===== config.mk =====
export PLATFORM = sky130hd
export DESIGN_NAME = cct_timer16
export DESIGN_NICKNAME = d
export VERILOG_FILES = /design/src/cct_pkg.sv /design/src/cct_timer16.sv
export SDC_FILE = /design/constraint.sdc
export NUM_CORES = 1
export LEC_CHECK = 0
export ABC_AREA = 1
export BUFFER_PORTS_ARGS = -buffer_cell sky130_fd_sc_hd__buf_2
export CAP_MARGIN = 10
export CORE_MARGIN = 8
export CORE_UTILIZATION = 60
export CTS_CLUSTER_SIZE = 24
export DETAILED_ROUTE_END_ITERATION = 10
export GPL_TIMING_DRIVEN = 0
export MAX_ROUTING_LAYER = met4
export PLACE_DENSITY = 0.78
export RECOVER_POWER = 50
export SYNTH_ARGS = -nofsm -noshare
export SYNTH_HDL_FRONTEND = slang
export SYNTH_SLANG_ARGS = --single-unit

===== constraint.sdc =====
create_clock -name clk_sys -period 3.59 [get_ports clk_sys]
set_clock_uncertainty 0.1 [all_clocks]
set_input_delay 0.1795 -clock clk_sys [delete_from_list [all_inputs] [get_ports clk_sys]]
set_output_delay 0.1795 -clock clk_sys [all_outputs]
set_load 0.01 [all_outputs]

===== src/cct_pkg.sv =====
// constants, types and register map of the capture compare timer
`default_nettype none
package cct_pkg;
	localparam logic [15:0] CNT_RESET = 16'hFFFC;
	localparam logic [15:0] CNT_MAX = 16'hFFFF;
	localparam logic [15:0] CMP_RESET = 16'h8000;
	localparam logic [2:0] PRESC_RESET = 3'h0;
	// register byte addresses, one byte per 32-bit word
	localparam logic [7:0] ADDR_CTRL1 = 8'h00;
	localparam logic [7:0] ADDR_CTRL2 = 8'h04;
	localparam logic [7:0] ADDR_STATUS = 8'h08;
	localparam logic [7:0] ADDR_CNT_HI = 8'h0C;
	localparam logic [7:0] ADDR_CNT_LO = 8'h10;
	localparam logic [7:0] ADDR_ALT_HI = 8'h14;
	localparam logic [7:0] ADDR_ALT_LO = 8'h18;
	localparam logic [7:0] ADDR_CAP1_HI = 8'h1C;
	localparam logic [7:0] ADDR_CAP1_LO = 8'h20;
	localparam logic [7:0] ADDR_CMP1_HI = 8'h2C;
	localparam logic [7:0] ADDR_CMP1_LO = 8'h30;
	localparam logic [7:0] ADDR_CH_STRIDE = 8'h08;
	// control_one fields
	localparam int C1_OVF_IE = 0;
	localparam int C1_CAP_IE = 1;
	localparam int C1_CMP_IE = 2;
	localparam int C1_CAP_EDGE = 3;
	localparam int C1_OLVL1 = 4;
	localparam int C1_OLVL2 = 5;
	// control_two fields
	localparam int C2_TSEL = 0;
	localparam int C2_EXT_EDGE = 2;
	localparam int C2_CAP_EDGE = 3;
	localparam int C2_PIN_EN1 = 4;
	localparam int C2_PIN_EN2 = 5;
	localparam int C2_SPM = 6;
	localparam int C2_PWM = 7;
	localparam logic [7:0] CTRL_RESET = 8'h00;
	// timer_flags fields
	localparam int ST_OVF = 0;
	localparam int ST_CAP = 1;
	localparam int ST_CMP = 3;

	typedef enum logic [1:0] {TS_DIV4, TS_DIV2, TS_DIV8, TS_EXT} cct_tsel_e;

	typedef struct packed {
		logic [15:0] count;
		logic [2:0] presc;
		logic [7:0] ctrl1;
		logic [7:0] ctrl2;
		logic ovfFlag;
		logic [1:0] capFlag;
		logic [1:0] cmpFlag;
		logic ovfArm;
		logic [1:0] capArm;
		logic [1:0] cmpArm;
		logic cntLatched;
		logic [7:0] cntLoHold;
		logic [1:0][15:0] capVal;
		logic [1:0] capBlock;
		logic [1:0][15:0] cmpVal;
		logic [1:0] cmpInhibit;
		logic [1:0] cmpPin;
		logic [2:0] extSync;
		logic extLvl;
		logic [1:0][2:0] capSync;
		logic [1:0] capLvl;
		logic irqReq;
		logic [31:0] prdata;
		logic pready;
		logic pslverr;
	} cct_state_s;
endpackage : cct_pkg
`default_nettype wire


===== src/cct_timer16.sv =====
// sixteen bit capture compare timer with APB register slave
//
// Added by the designer: the register offsets and the APB interface to the registers.
`default_nettype none
module cct_timer16
	import cct_pkg::*;
(
	// clock and reset
	input wire logic clk_sys,
	input wire logic reset_n,
	// apb slave
	input wire logic psel,
	input wire logic penable,
	input wire logic pwrite,
	input wire logic [7:0] paddr,
	input wire logic [31:0] pwdata,
	output logic [31:0] prdata,
	output logic pready,
	output logic pslverr,
	// cpu side
	input wire logic haltMode,
	input wire logic cpuIntMask,
	output logic irqReq,
	// pins
	input wire logic extTickPin,
	input wire logic [1:0] capturePin,
	output logic [1:0] comparePin,
	output logic [1:0] comparePinOe
);

	////////////////////////////////////////////////////////////////////////////////
	localparam cct_state_s ST_RESET = '{
		count: CNT_RESET, presc: PRESC_RESET, ctrl1: CTRL_RESET, ctrl2: CTRL_RESET,
		cmpVal: {CMP_RESET, CMP_RESET}, default: '0};

	cct_state_s q;
	cct_state_s n;
	logic setupPh;
	logic done;
	logic rd;
	logic wr;
	logic tick;
	logic extEdge;
	logic ovfWrap;
	logic cntLoAcc;
	logic altLoAcc;
	logic [1:0] capEv;
	logic [1:0] capLoAcc;
	logic [1:0] cmpLoAcc;
	logic [1:0] cmpMatch;
	logic [1:0] pinEn;
	logic [1:0] olvl;

	function automatic logic [7:0] chanAddr(input logic [7:0] base, input logic ch);
		chanAddr = ch ? 8'(base + ADDR_CH_STRIDE) : base;
	endfunction

	function automatic logic isMapped(input logic [7:0] a);
		isMapped = (a[1:0] == 2'h0) && (a <= 8'h38);
	endfunction

	function automatic logic [7:0] readByte(input cct_state_s s, input logic [7:0] a);
		readByte = 8'h00;
		unique case (a)
			ADDR_CTRL1: readByte = s.ctrl1;
			ADDR_CTRL2: readByte = s.ctrl2;
			ADDR_STATUS: readByte = {3'h0, s.cmpFlag, s.capFlag, s.ovfFlag};
			ADDR_CNT_HI, ADDR_ALT_HI: readByte = s.count[15:8];
			// buffered byte after a high read, live byte otherwise
			ADDR_CNT_LO, ADDR_ALT_LO: readByte = s.cntLatched ? s.cntLoHold : s.count[7:0];
			ADDR_CAP1_HI: readByte = s.capVal[0][15:8];
			ADDR_CAP1_LO: readByte = s.capVal[0][7:0];
			chanAddr(ADDR_CAP1_HI, 1'b1): readByte = s.capVal[1][15:8];
			chanAddr(ADDR_CAP1_LO, 1'b1): readByte = s.capVal[1][7:0];
			ADDR_CMP1_HI: readByte = s.cmpVal[0][15:8];
			ADDR_CMP1_LO: readByte = s.cmpVal[0][7:0];
			chanAddr(ADDR_CMP1_HI, 1'b1): readByte = s.cmpVal[1][15:8];
			chanAddr(ADDR_CMP1_LO, 1'b1): readByte = s.cmpVal[1][7:0];
			default: readByte = 8'h00;
		endcase
	endfunction

	////////////////////////////////////////////////////////////////////////////////
	always_comb
	begin
		n = q;
		// bus phases; effects only at the completing edge
		setupPh = psel && !penable;
		done = psel && penable && q.pready;
		rd = done && !pwrite;
		wr = done && pwrite && !q.pslverr;
		n.pready = setupPh;
		n.pslverr = setupPh && !isMapped(paddr);
		n.prdata = setupPh ? {24'h000000, readByte(q, paddr)} : q.prdata;

		// three-stage pin filters; stage one only feeds stage two
		n.extSync = {q.extSync[1:0], extTickPin};
		n.extLvl = (q.extSync[1] == q.extSync[2]) ? q.extSync[2] : q.extLvl;
		extEdge = (n.extLvl != q.extLvl) && (n.extLvl == q.ctrl2[C2_EXT_EDGE]);
		for (int i = 0; i < 2; i++)
		begin
			n.capSync[i] = {q.capSync[i][1:0], capturePin[i]};
			n.capLvl[i] = (q.capSync[i][1] == q.capSync[i][2]) ? q.capSync[i][2] : q.capLvl[i];
		end

		// prescaler gives a one-cycle enable; clk_sys edge is the cpu counting edge
		n.presc = 3'(q.presc + 3'h1);
		unique case (cct_tsel_e'(q.ctrl2[C2_TSEL +: 2]))
			TS_DIV2: tick = q.presc[0];
			TS_DIV4: tick = &q.presc[1:0];
			TS_DIV8: tick = &q.presc;
			TS_EXT: tick = extEdge;
		endcase
		tick = tick && !haltMode;

		// control writes
		if (wr && paddr == ADDR_CTRL1)
			n.ctrl1 = pwdata[7:0];
		if (wr && paddr == ADDR_CTRL2)
			n.ctrl2 = pwdata[7:0];

		// status read arms each flag that is set
		if (rd && paddr == ADDR_STATUS)
		begin
			n.ovfArm = q.ovfFlag;
			n.capArm = q.capFlag;
			n.cmpArm = q.cmpFlag;
		end

		// counter
		cntLoAcc = done && paddr == ADDR_CNT_LO;
		altLoAcc = done && paddr == ADDR_ALT_LO;
		ovfWrap = tick && q.count == CNT_MAX;
		if (tick)
			n.count = 16'(q.count + 16'h0001);
		if (wr && (paddr == ADDR_CNT_LO || paddr == ADDR_ALT_LO))
			n.count = CNT_RESET;
		if (rd && (paddr == ADDR_CNT_HI || paddr == ADDR_ALT_HI) && !q.cntLatched)
		begin
			n.cntLatched = 1'b1;
			n.cntLoHold = q.count[7:0];
		end
		if (rd && (paddr == ADDR_CNT_LO || paddr == ADDR_ALT_LO))
			n.cntLatched = 1'b0;
		// only the main low byte finishes the clear, never the alternate one
		if (cntLoAcc && q.ovfArm)
		begin
			n.ovfFlag = 1'b0;
			n.ovfArm = 1'b0;
		end
		if (ovfWrap)
			n.ovfFlag = 1'b1;

		// capture channels
		pinEn = {q.ctrl2[C2_PIN_EN2], q.ctrl2[C2_PIN_EN1]};
		olvl = {q.ctrl1[C1_OLVL2], q.ctrl1[C1_OLVL1]};
		for (int i = 0; i < 2; i++)
		begin
			capLoAcc[i] = done && paddr == chanAddr(ADDR_CAP1_LO, 1'(i));
			cmpLoAcc[i] = done && paddr == chanAddr(ADDR_CMP1_LO, 1'(i));
			if (rd && paddr == chanAddr(ADDR_CAP1_HI, 1'(i)))
				n.capBlock[i] = 1'b1;
			if (rd && capLoAcc[i])
				n.capBlock[i] = 1'b0;
			if (capLoAcc[i] && q.capArm[i])
			begin
				n.capFlag[i] = 1'b0;
				n.capArm[i] = 1'b0;
			end
			capEv[i] = (n.capLvl[i] != q.capLvl[i])
				&& (n.capLvl[i] == (i == 0 ? q.ctrl1[C1_CAP_EDGE] : q.ctrl2[C2_CAP_EDGE]))
				&& !q.capBlock[i]
				&& !(i == 0 && (q.ctrl2[C2_SPM] || q.ctrl2[C2_PWM]));
			if (capEv[i])
			begin
				n.capVal[i] = q.count;
				n.capFlag[i] = 1'b1;
			end

			// compare channels
			if (wr && paddr == chanAddr(ADDR_CMP1_HI, 1'(i)))
			begin
				n.cmpVal[i][15:8] = pwdata[7:0];
				n.cmpInhibit[i] = 1'b1;
			end
			if (wr && cmpLoAcc[i])
			begin
				n.cmpVal[i][7:0] = pwdata[7:0];
				n.cmpInhibit[i] = 1'b0;
			end
			if (cmpLoAcc[i] && q.cmpArm[i])
			begin
				n.cmpFlag[i] = 1'b0;
				n.cmpArm[i] = 1'b0;
			end
			// checked against the new count at every tick while not inhibited
			cmpMatch[i] = tick && !n.cmpInhibit[i] && n.count == q.cmpVal[i];
			if (cmpMatch[i])
			begin
				n.cmpFlag[i] = 1'b1;
				if (pinEn[i])
					n.cmpPin[i] = olvl[i];
			end
		end

		// one request line; held off while the cpu mask is set, so it stays pending
		n.irqReq = !cpuIntMask && (
			(n.ovfFlag && q.ctrl1[C1_OVF_IE])
			|| ((|n.capFlag) && q.ctrl1[C1_CAP_IE])
			|| ((|n.cmpFlag) && q.ctrl1[C1_CMP_IE]));
	end

	always_ff @(posedge clk_sys)
	begin
		if (!reset_n)
			q <= ST_RESET;
		else
			q <= n;
	end

	assign prdata = q.prdata;
	assign pready = q.pready;
	assign pslverr = q.pslverr;
	assign irqReq = q.irqReq;
	assign comparePin = q.cmpPin;
	assign comparePinOe = {q.ctrl2[C2_PIN_EN2], q.ctrl2[C2_PIN_EN1]};
endmodule // cct_timer16
`default_nettype wire


==> results of run 1 <==
==> cells in the mapped netlist, types with 7 or more instances <==
cell type  count
dfxtp_1      147
o2111ai_1      9
buf_4         36
o22ai_1       11
nand2_1      207
a21oi_1       96
nor2_1        79
o21ai_0      106
nand3_1       62
nand2_2        9
clkbuf_1      30
inv_1        143
nand4_1       46
nor3_1         7
==> sequential cells by signal, summed over array words and instances, names as in the netlist <==
signal,flops
comparePin,2
comparePinOe,2
irqReq,1
n,6
olvl,2
prdata,8
pready,1
pslverr,1
q,124
==> worst max-delay path, delay by kind of cell (launching register included) <==
kind	cells	cell delay (ns)
simple gates	14	1.56
buf+inv	2	0.38
flops	1	0.38
fa+ha+maj	2	0.35
compound gates	1	0.11
==> cell usage in the layout, fill, tap and decap left out, types with 3 or more instances in the layout <==
cell and count:
nor2_4 5, a221oi_1 6, o21ai_0 106, nor4_1 3, nor2_1 80, o2111ai_1 9, xor2_1 6, ha_1 3
inv_1 144, a211oi_1 4, nand4_1 46, buf_4 35, o221ai_1 3, clkinv_2 3, nor2_2 6, clkbuf_16 17
clkbuf_1 47, inv_2 5, nor3_1 7, dfxtp_1 147, clkbuf_8 3, nand3_2 5, conb_1 24, a21oi_1 96
nand3_1 63, nand2_2 7, o41ai_1 4, dlygate4sd3_1 8, buf_2 30, bufinv_16 4, nand2_1 209, o22ai_1 11
a2111oi_0 3
==> worst paths after layout <==
| kind | endpoint | slack, ns |
|---|---|---|
| worst min register to register | n[46] | 0.31 |
| worst max-delay path | irqReq | 0.65 |
| worst max register to register | irqReq | 0.65 |
| worst min-delay path | olvl[0] | 0.005 |
==> kinds of logic (layout without fill, tap and decap cells) <==
kind of cell / count (synthesis) / in the layout / synth area share
and+or+nand+nor: 435 / 435 / 0.266
AOI/OAI and AO/OA: 252 / 252 / 0.189
buffers and inverters: 227 / 307 / 0.136
DFF: 147 / 147 / 0.395
xor gates and xnor gates: 7 / 7 / 0.00824
adders and majority gates: 3 / 3 / 0.00504
other: 1 / 24 / 0.000504
==> final cells by class <==
type                       count  area share
buffer                        75      0.0508
timing repair buffer          48      0.0303
inverter                     152      0.0664
clock inverter                12      0.0205
clock buffer                  20      0.0541
tap                          168      0.0244
multi-input combinational    721       0.412
sequential                   147       0.341
==> layer usage <==
metal	wire [um]	GRT usage	part of all wire	vias to the layer above
li1	-	-	-	3699
met1	10700	0.418	0.41	3642
met2	11000	0.480	0.42	473
met3	2870	0.0774	0.11	101
met4	1450	0.184	0.056	0
met5	0	-	0	-
==> power by group through the flow <==
stage | clock network (mW) | registers (mW) | logic, mW
after floorplan | 0 | 1.69 | 0.169
after global placement | 0 | 1.70 | 0.248
after detailed placement | 0 | 1.70 | 0.250
after CTS | 1.94 | 1.66 | 0.259
after global routing | 2.01 | 1.67 | 0.291
final | 1.94 | 1.67 | 0.267
==> what timing repair did <==
action / in CTS / in global routing
hold buffers: 8 / 0
resized for setup: 0 / 0
endpoints found under the hold margin: 9 / 0
==> metrics.csv, run 1 <==
stage;metric;value;unit
power;combPwrFrac;0.069;
die;io_pins;89;
layout;layout-drive-gt1-share;0.114;
logic_synthesis;yosysWarningCount;0;
clock_tree;clock_tree.root_cell;clkbuf_16;
timing;fin_crit_sh;0.818;
timing;relSlewSlack;0.330;
layout;finalNonFillerCells;1343;
power;vdd_ir_drop_max;0.393;mV
routing;vias;7915;
logic_synthesis;synth_cells;1072;
power;p_sw_frac;0.238;
logic_synthesis;synth_edf_count;0;
layout;n_antenna_cell;0;
die;rows;40;
power;switching_power;920;uW
logic_synthesis;synth-seq-cells;147;
logic_synthesis;ys_top_cells_by_area;dfxtp_1 (40%), nand2_1 (10%), inv_1 (7.2%);
critical_path;cpPeakStageDelay;0.38;ns
routing;routed_via_density;5.89;
clock_tree;cts_setup_buffers;0;
global_routing;grt_pass1_vias;7208;
logic_synthesis;synth.top_cell.area_share;0.395;
routing;wirelength;26.0;mm
logic_synthesis;async_flop_share;0;
clock_tree;cts_buffers;17;
timing;drv_slew;0;
outcome;status;complete, no violations;
clock_tree;clk_path_buf_depth;2;
die;die_w;127;um
hold_path;min_path_cells;3;
routing;route.detailed.drc;0;
critical_path;worst-path-max-fanout;10;
placement;placed_area;7940;um2
timing;max_freq;341;MHz
timing;period_minus_slack;2.94;ns
global_routing;grt_max_degree;17;
clock_tree;cts_tree;built;
global_routing;grt_pass1_wl;40.0;mm
critical_path;reg2reg_depth;19;
critical_path;start_kind;register;
timing;holdWs;0.00457;ns
timing;final.setup.tns;0;ns
layout;fin_nets;1215;
logic_synthesis;yosysTopAreaCell;dfxtp_1;
placement;place_inst;1303;
power;cellPowerDensity;449;nW/um2
die;start_util;0.617;
timing;hold_viol_final;0;
global_routing;track_usage;0.331;
logic_synthesis;syn_area;7440;um2
critical_path;crit_top_cell;nand2_1;
layout;post-route-util;0.715;
critical_path;critPathLaunch;q[152];
hold_path;hp-class;in -> reg;
critical_path;cp_slowest_cell;dfxtp_1;
critical_path;critPathKind;reg -> reg;
critical_path;crit_required;3.85;ns
routing;routedWlPerCell;19.4;um
timing;setup_viol;0;
logic_synthesis;synth_ff_type;dfxtp_1;
clock_tree;clock-sinks;147;
placement;hpwl;19.3;mm
routing;dr.pass1.iters;7;
placement;place_ws;0.800;ns
die;fp.dieH;127;um
power;p_leak;3.74;nW
power;seqPwrFrac;0.430;
clock_tree;cts_max_level;4;
placement;gp_congestion;1.09;
logic_synthesis;syn_area_per_cell;6.94;um2
timing;worst_pin_slew;1.00;ns
routing;drtIter0Drc;1054;
clock_tree;path_clk_slew;0.06;ns
global_routing;antenna_found_initial;0;
layout;seq_area;2940;um2
routing;ant_nets;0;
clock_tree;clk_latency;0.43;ns
critical_path;cp-end-kind;register;
power;intPower;2.95;mW
die;die_area;16200;um2
run;cap_violations;0;
die;core_area;12100;um2
critical_path;path_cells;ha_1 > ha_1 > nand2_1 > nand3_1 > nand2_1 > inv_1 > nand2_2 > buf_6 > nand2_1 > nand3_1 > nand2_1 > nand3_1 > nor2_1 > nand3_1 > nor2_1 > nor2_1 > nand2_1 > nand2_1 > a21oi_2;
power;p_total;3.87;mW
layout;fill_cells;1068;
timing;setup_slack;0.654;ns
placement;io_buffers;40;
critical_path;critPathArrivalTime;3.20;ns
layout;stdcell_area;8630;um2
logic_synthesis;ys_types;43;
logic_synthesis;ys_seq_area_frac;0.395;
layout;syn2layout_area_growth;15.9;%
hold_path;hp-start;pwdata[4];
layout;multiInputGateArea;3560;um2
power;p_clk_frac;0.501;
global_routing;overflow;0;
timing;grt_setup_unrepaired;no;
critical_path;reg2reg_from;q[152];
Note: power is estimated with default switching activity, not from simulation.
==> inputs of run 2 (changes only) <==
--- a/config.mk
+++ b/config.mk
@@ -5,16 +5,16 @@
 export SDC_FILE = /design/constraint.sdc
 export NUM_CORES = 1
 export LEC_CHECK = 0
-export ABC_AREA = 1
+export ABC_AREA = 0
 export BUFFER_PORTS_ARGS = -buffer_cell sky130_fd_sc_hd__buf_2
 export CAP_MARGIN = 10
 export CORE_MARGIN = 8
-export CORE_UTILIZATION = 60
+export CORE_UTILIZATION = 53
 export CTS_CLUSTER_SIZE = 24
 export DETAILED_ROUTE_END_ITERATION = 10
 export GPL_TIMING_DRIVEN = 0
 export MAX_ROUTING_LAYER = met4
-export PLACE_DENSITY = 0.78
+export PLACE_DENSITY = 0.72
 export RECOVER_POWER = 50
 export SYNTH_ARGS = -nofsm -noshare
 export SYNTH_HDL_FRONTEND = slang
==> constraint.sdc (replaced) <==
create_clock -name clk_sys -period 2.4 [get_ports clk_sys]
set_clock_uncertainty 0.1 [all_clocks]
set_input_delay 0.12 -clock clk_sys [delete_from_list [all_inputs] [get_ports clk_sys]]
set_output_delay 0.12 -clock clk_sys [all_outputs]
set_load 0.01 [all_outputs]
==> run 2 against run 1 <==
Largest power group unchanged. Synthesized area grew 7.8%. Cell area grew 16%. Global-route usage shrank 2.6 points. First-iteration DRC count grew 9.7%. Highest routed layer unchanged. The run now ends with design-rule violations, negative setup slack left. Cell count shrank 5.2%. Largest cell class unchanged. Sequential power grew 49%.
==> metrics.csv, run 2 <==
stage;metric;value;unit;change
hold_path;hp-start;paddr[2];;
placement;placed_area;8590;um2;+8.2%
critical_path;reg2reg_from;q[136];;
global_routing;antenna_found_initial;0;;unchanged
layout;finalNonFillerCells;1273;;-5.2%
timing;grt_setup_unrepaired;yes;;
timing;relSlewSlack;0.303;;-0.0270
critical_path;crit_required;2.65;ns;-1.20 ns
placement;hpwl;20.4;mm;+5.7%
layout;post-route-util;0.666;;-0.0491
logic_synthesis;yosysWarningCount;0;;unchanged
routing;routedWlPerCell;23.3;um;+20%
layout;n_antenna_cell;0;;unchanged
clock_tree;clock-sinks;147;;unchanged
logic_synthesis;yosysTopAreaCell;dfxtp_1;;
power;p_leak;3.80;nW;+1.5%
die;rows;45;;+13%
clock_tree;clock_tree.root_cell;clkbuf_16;;
critical_path;cpPeakStageDelay;0.49;ns;+0.11 ns
timing;setup_slack;-0.760;ns;-1.41 ns
global_routing;grt_max_degree;17;;unchanged
layout;syn2layout_area_growth;24.3;%;
timing;drv_slew;0;;unchanged
layout;largest_reg_flops;124;;unchanged
critical_path;start_kind;register;;
critical_path;critPathKind;reg -> reg;;
routing;dr.pass1.iters;11;;+4
logic_synthesis;syn_area_per_cell;8.43;um2;+21%
global_routing;grt_pass1_wl;44.1;mm;+10%
power;vdd_ir_drop_max;0.601;mV;+53%
layout;layout_commonest_cell;dfxtp_1;;
run;cap_violations;0;;unchanged
global_routing;overflow;0;;unchanged
critical_path;reg2reg_depth;12;;-7
power;p_total;5.74;mW;+48%
power;cellPowerDensity;576;nW/um2;+28%
timing;worst_pin_slew;1.04;ns;+0.0403 ns
outcome;violations;design-rule violations, negative setup slack;;
layout;stdcell_area;9980;um2;+16%
critical_path;critPathArrivalTime;3.41;ns;+0.21 ns
die;die_area;19300;um2;+19%
clock_tree;clk_latency;0.44;ns;about the same
logic_synthesis;synth_edf_count;0;;unchanged
logic_synthesis;ys_seq_area_frac;0.367;;-0.0286
logic_synthesis;synth.top_cell.area_share;0.367;;-0.0286
routing;wirelength;29.7;mm;+14%
critical_path;cp_slowest_cell;a2111oi_4;;
routing;ant_nets;0;;unchanged
critical_path;reg2reg_to;irqReq;;
hold_path;holdPathEnd;pslverr;;
layout;layout-drive-gt1-share;0.216;;+0.102
global_routing;grt_pass1_vias;7462;;+3.5%
hold_path;min_path_cells;4;;+1
die;io_pins;89;;unchanged
critical_path;r2r_slack;-0.76;ns;-1.41 ns
logic_synthesis;synth-seq-cells;147;;unchanged
routing;drtIter0Drc;1156;;+9.7%
logic_synthesis;yosysMostFrequentCell;dfxtp_1;;
critical_path;path_cells;buf_4 > nor2_1 > a21oi_4 > buf_12 > buf_12 > a2111oi_4 > xnor2_2 > and3_1 > nor3_2 > and4_4 > a22oi_2 > a2111oi_4;;
timing;period_minus_slack;3.16;ns;+0.224 ns
outcome;status;complete, but fails checks;;
placement;place_inst;1202;;-7.8%
timing;fin_crit_sh;1.32;;+0.499
critical_path;worst-path-max-fanout;10;;unchanged
logic_synthesis;synthTopCellsByCount;dfxtp_1 (147), nand2_1 (125), nor2_1 (100);;
die;start_util;0.536;;-0.0814
logic_synthesis;synth_ff_type;dfxtp_1;;
global_routing;track_usage;0.305;;-0.0261
die;die_w;139;um;+9.2%
clock_tree;clk_path_buf_depth;2;;unchanged
logic_synthesis;async_flop_share;0;;unchanged
logic_synthesis;ys_top_cells_by_area;dfxtp_1 (37%), mux2i_1 (8.2%), nand2_1 (5.8%);;
clock_tree;cts_max_level;4;;unchanged
clock_tree;path_clk_slew;0.07;ns;about the same
timing;max_freq;316;MHz;-7.1%
layout;top_register;q;;
logic_synthesis;synth_cells;952;;-11%
logic_synthesis;ys_types;89;;+110%
timing;hold_viol_final;0;;unchanged
clock_tree;cts_tree;built;;
placement;io_buffers;38;;-5.0%
placement;gp_congestion;0.991;;-9.4%
die;core_area;15000;um2;+24%
routing;route.detailed.drc;1;;+1
layout;fin_nets;1125;;-7.4%
critical_path;cp-end-kind;register;;
logic_synthesis;syn_area;8020;um2;+7.8%
clock_tree;cts_buffers;17;;unchanged
routing;vias;8103;;+2.4%
hold_path;hp-class;in -> reg;;
die;fp.dieH;139;um;+9.2%
layout;final_cell_mix;dfxtp_1 (140), nand2_1 (123), nor2_1 (96);;
routing;routed_via_density;6.37;;+8.0%
timing;setup_viol;15;;+15
-- run 2: worst max-delay path, delay by kind of cell (launching register included) --
kind                   cells  cell delay [ns]
AO/OA/AOI/OAI              4             1.03
buffers and inverters      3             0.46
XOR/XNOR                   1             0.18
flip-flops                 1             0.30
AND/OR/NAND/NOR            4             1.00
-- run 2: worst max path at each step --
stage            from     end  depth (start not counted)
6_report       q[136]  irqReq                         12
5_1_grt        q[158]  irqReq                         10
4_1_cts        q[137]  irqReq                         11
3_5_place_dp   pready  irqReq                         10
3_3_place_gp   pready  irqReq                         10
2_1_floorplan  q[152]  irqReq                         12
-- run 2: cell families (layout without fill, tap and decap cells) --
group                      count (synthesis)  count (layout)  synth area share
muxes                                     70              70            0.0884
xor gates and xnor gates                  31              31            0.0426
DFF                                      147             147             0.367
other                                      1              24          0.000467
and+or+nand+nor                          381             381             0.236
adders and majority gates                  3               3           0.00468
AOI/OAI and AO/OA                        215             215             0.189
buffers and inverters                    104             214            0.0720
-- run 2: final cells by class --
cell class              instances  area, um2
inverters                      10       37.5
clock inverters                15        210
repair buffers                 81        559
fillers                      1244       5000
plain buffers                  91        551
multi-input cells             724       5000
flip-flops and latches        147       2960
clock buffers                  17        425
well taps                     188        235
-- run 2: power breakdown --
group / leakage, nW / internal (mW) / switching, mW
Clock: 0.312 / 1.69 / 1.22
Sequential: 1.19 / 2.46 / 0.0169
Combinational: 2.30 / 0.131 / 0.224
Total: 3.80 / 4.28 / 1.46
-- run 2: per-stage QoR --
stage / TNS [ns] / setup WS, ns / hold slack, ns
finish: -4.08 / -0.760 / 0.0218
CTS: -2.53 / -0.630 / 0.00545
global route: -5.34 / -0.826 / 0.0502
global placement: -24.73 / -1.21 / 0.210
floorplan: -1.74 / -0.497 / 0.0843
detailed placement: -23.58 / -1.21 / 0.209
-- run 2: per-layer routing --
layer / vias to the layer above / share of wire / track usage
li1: 3600 / - / -
met1: 3781 / 0.39 / 0.367
met2: 593 / 0.43 / 0.435
met3: 129 / 0.13 / 0.100
met4: 0 / 0.057 / 0.188
met5: - / 0 / -
-- run 2: repair_timing --
action | 4_1_cts | 5_1_grt
pin swaps | 23 | 19
endpoints found under the hold margin | 57 | 0
setup buffers | 11 | 15
cloned | 1 | 0
endpoints found under the setup margin | 54 | 30
resized for setup | 64 | 26
hold buffers | 15 | 0
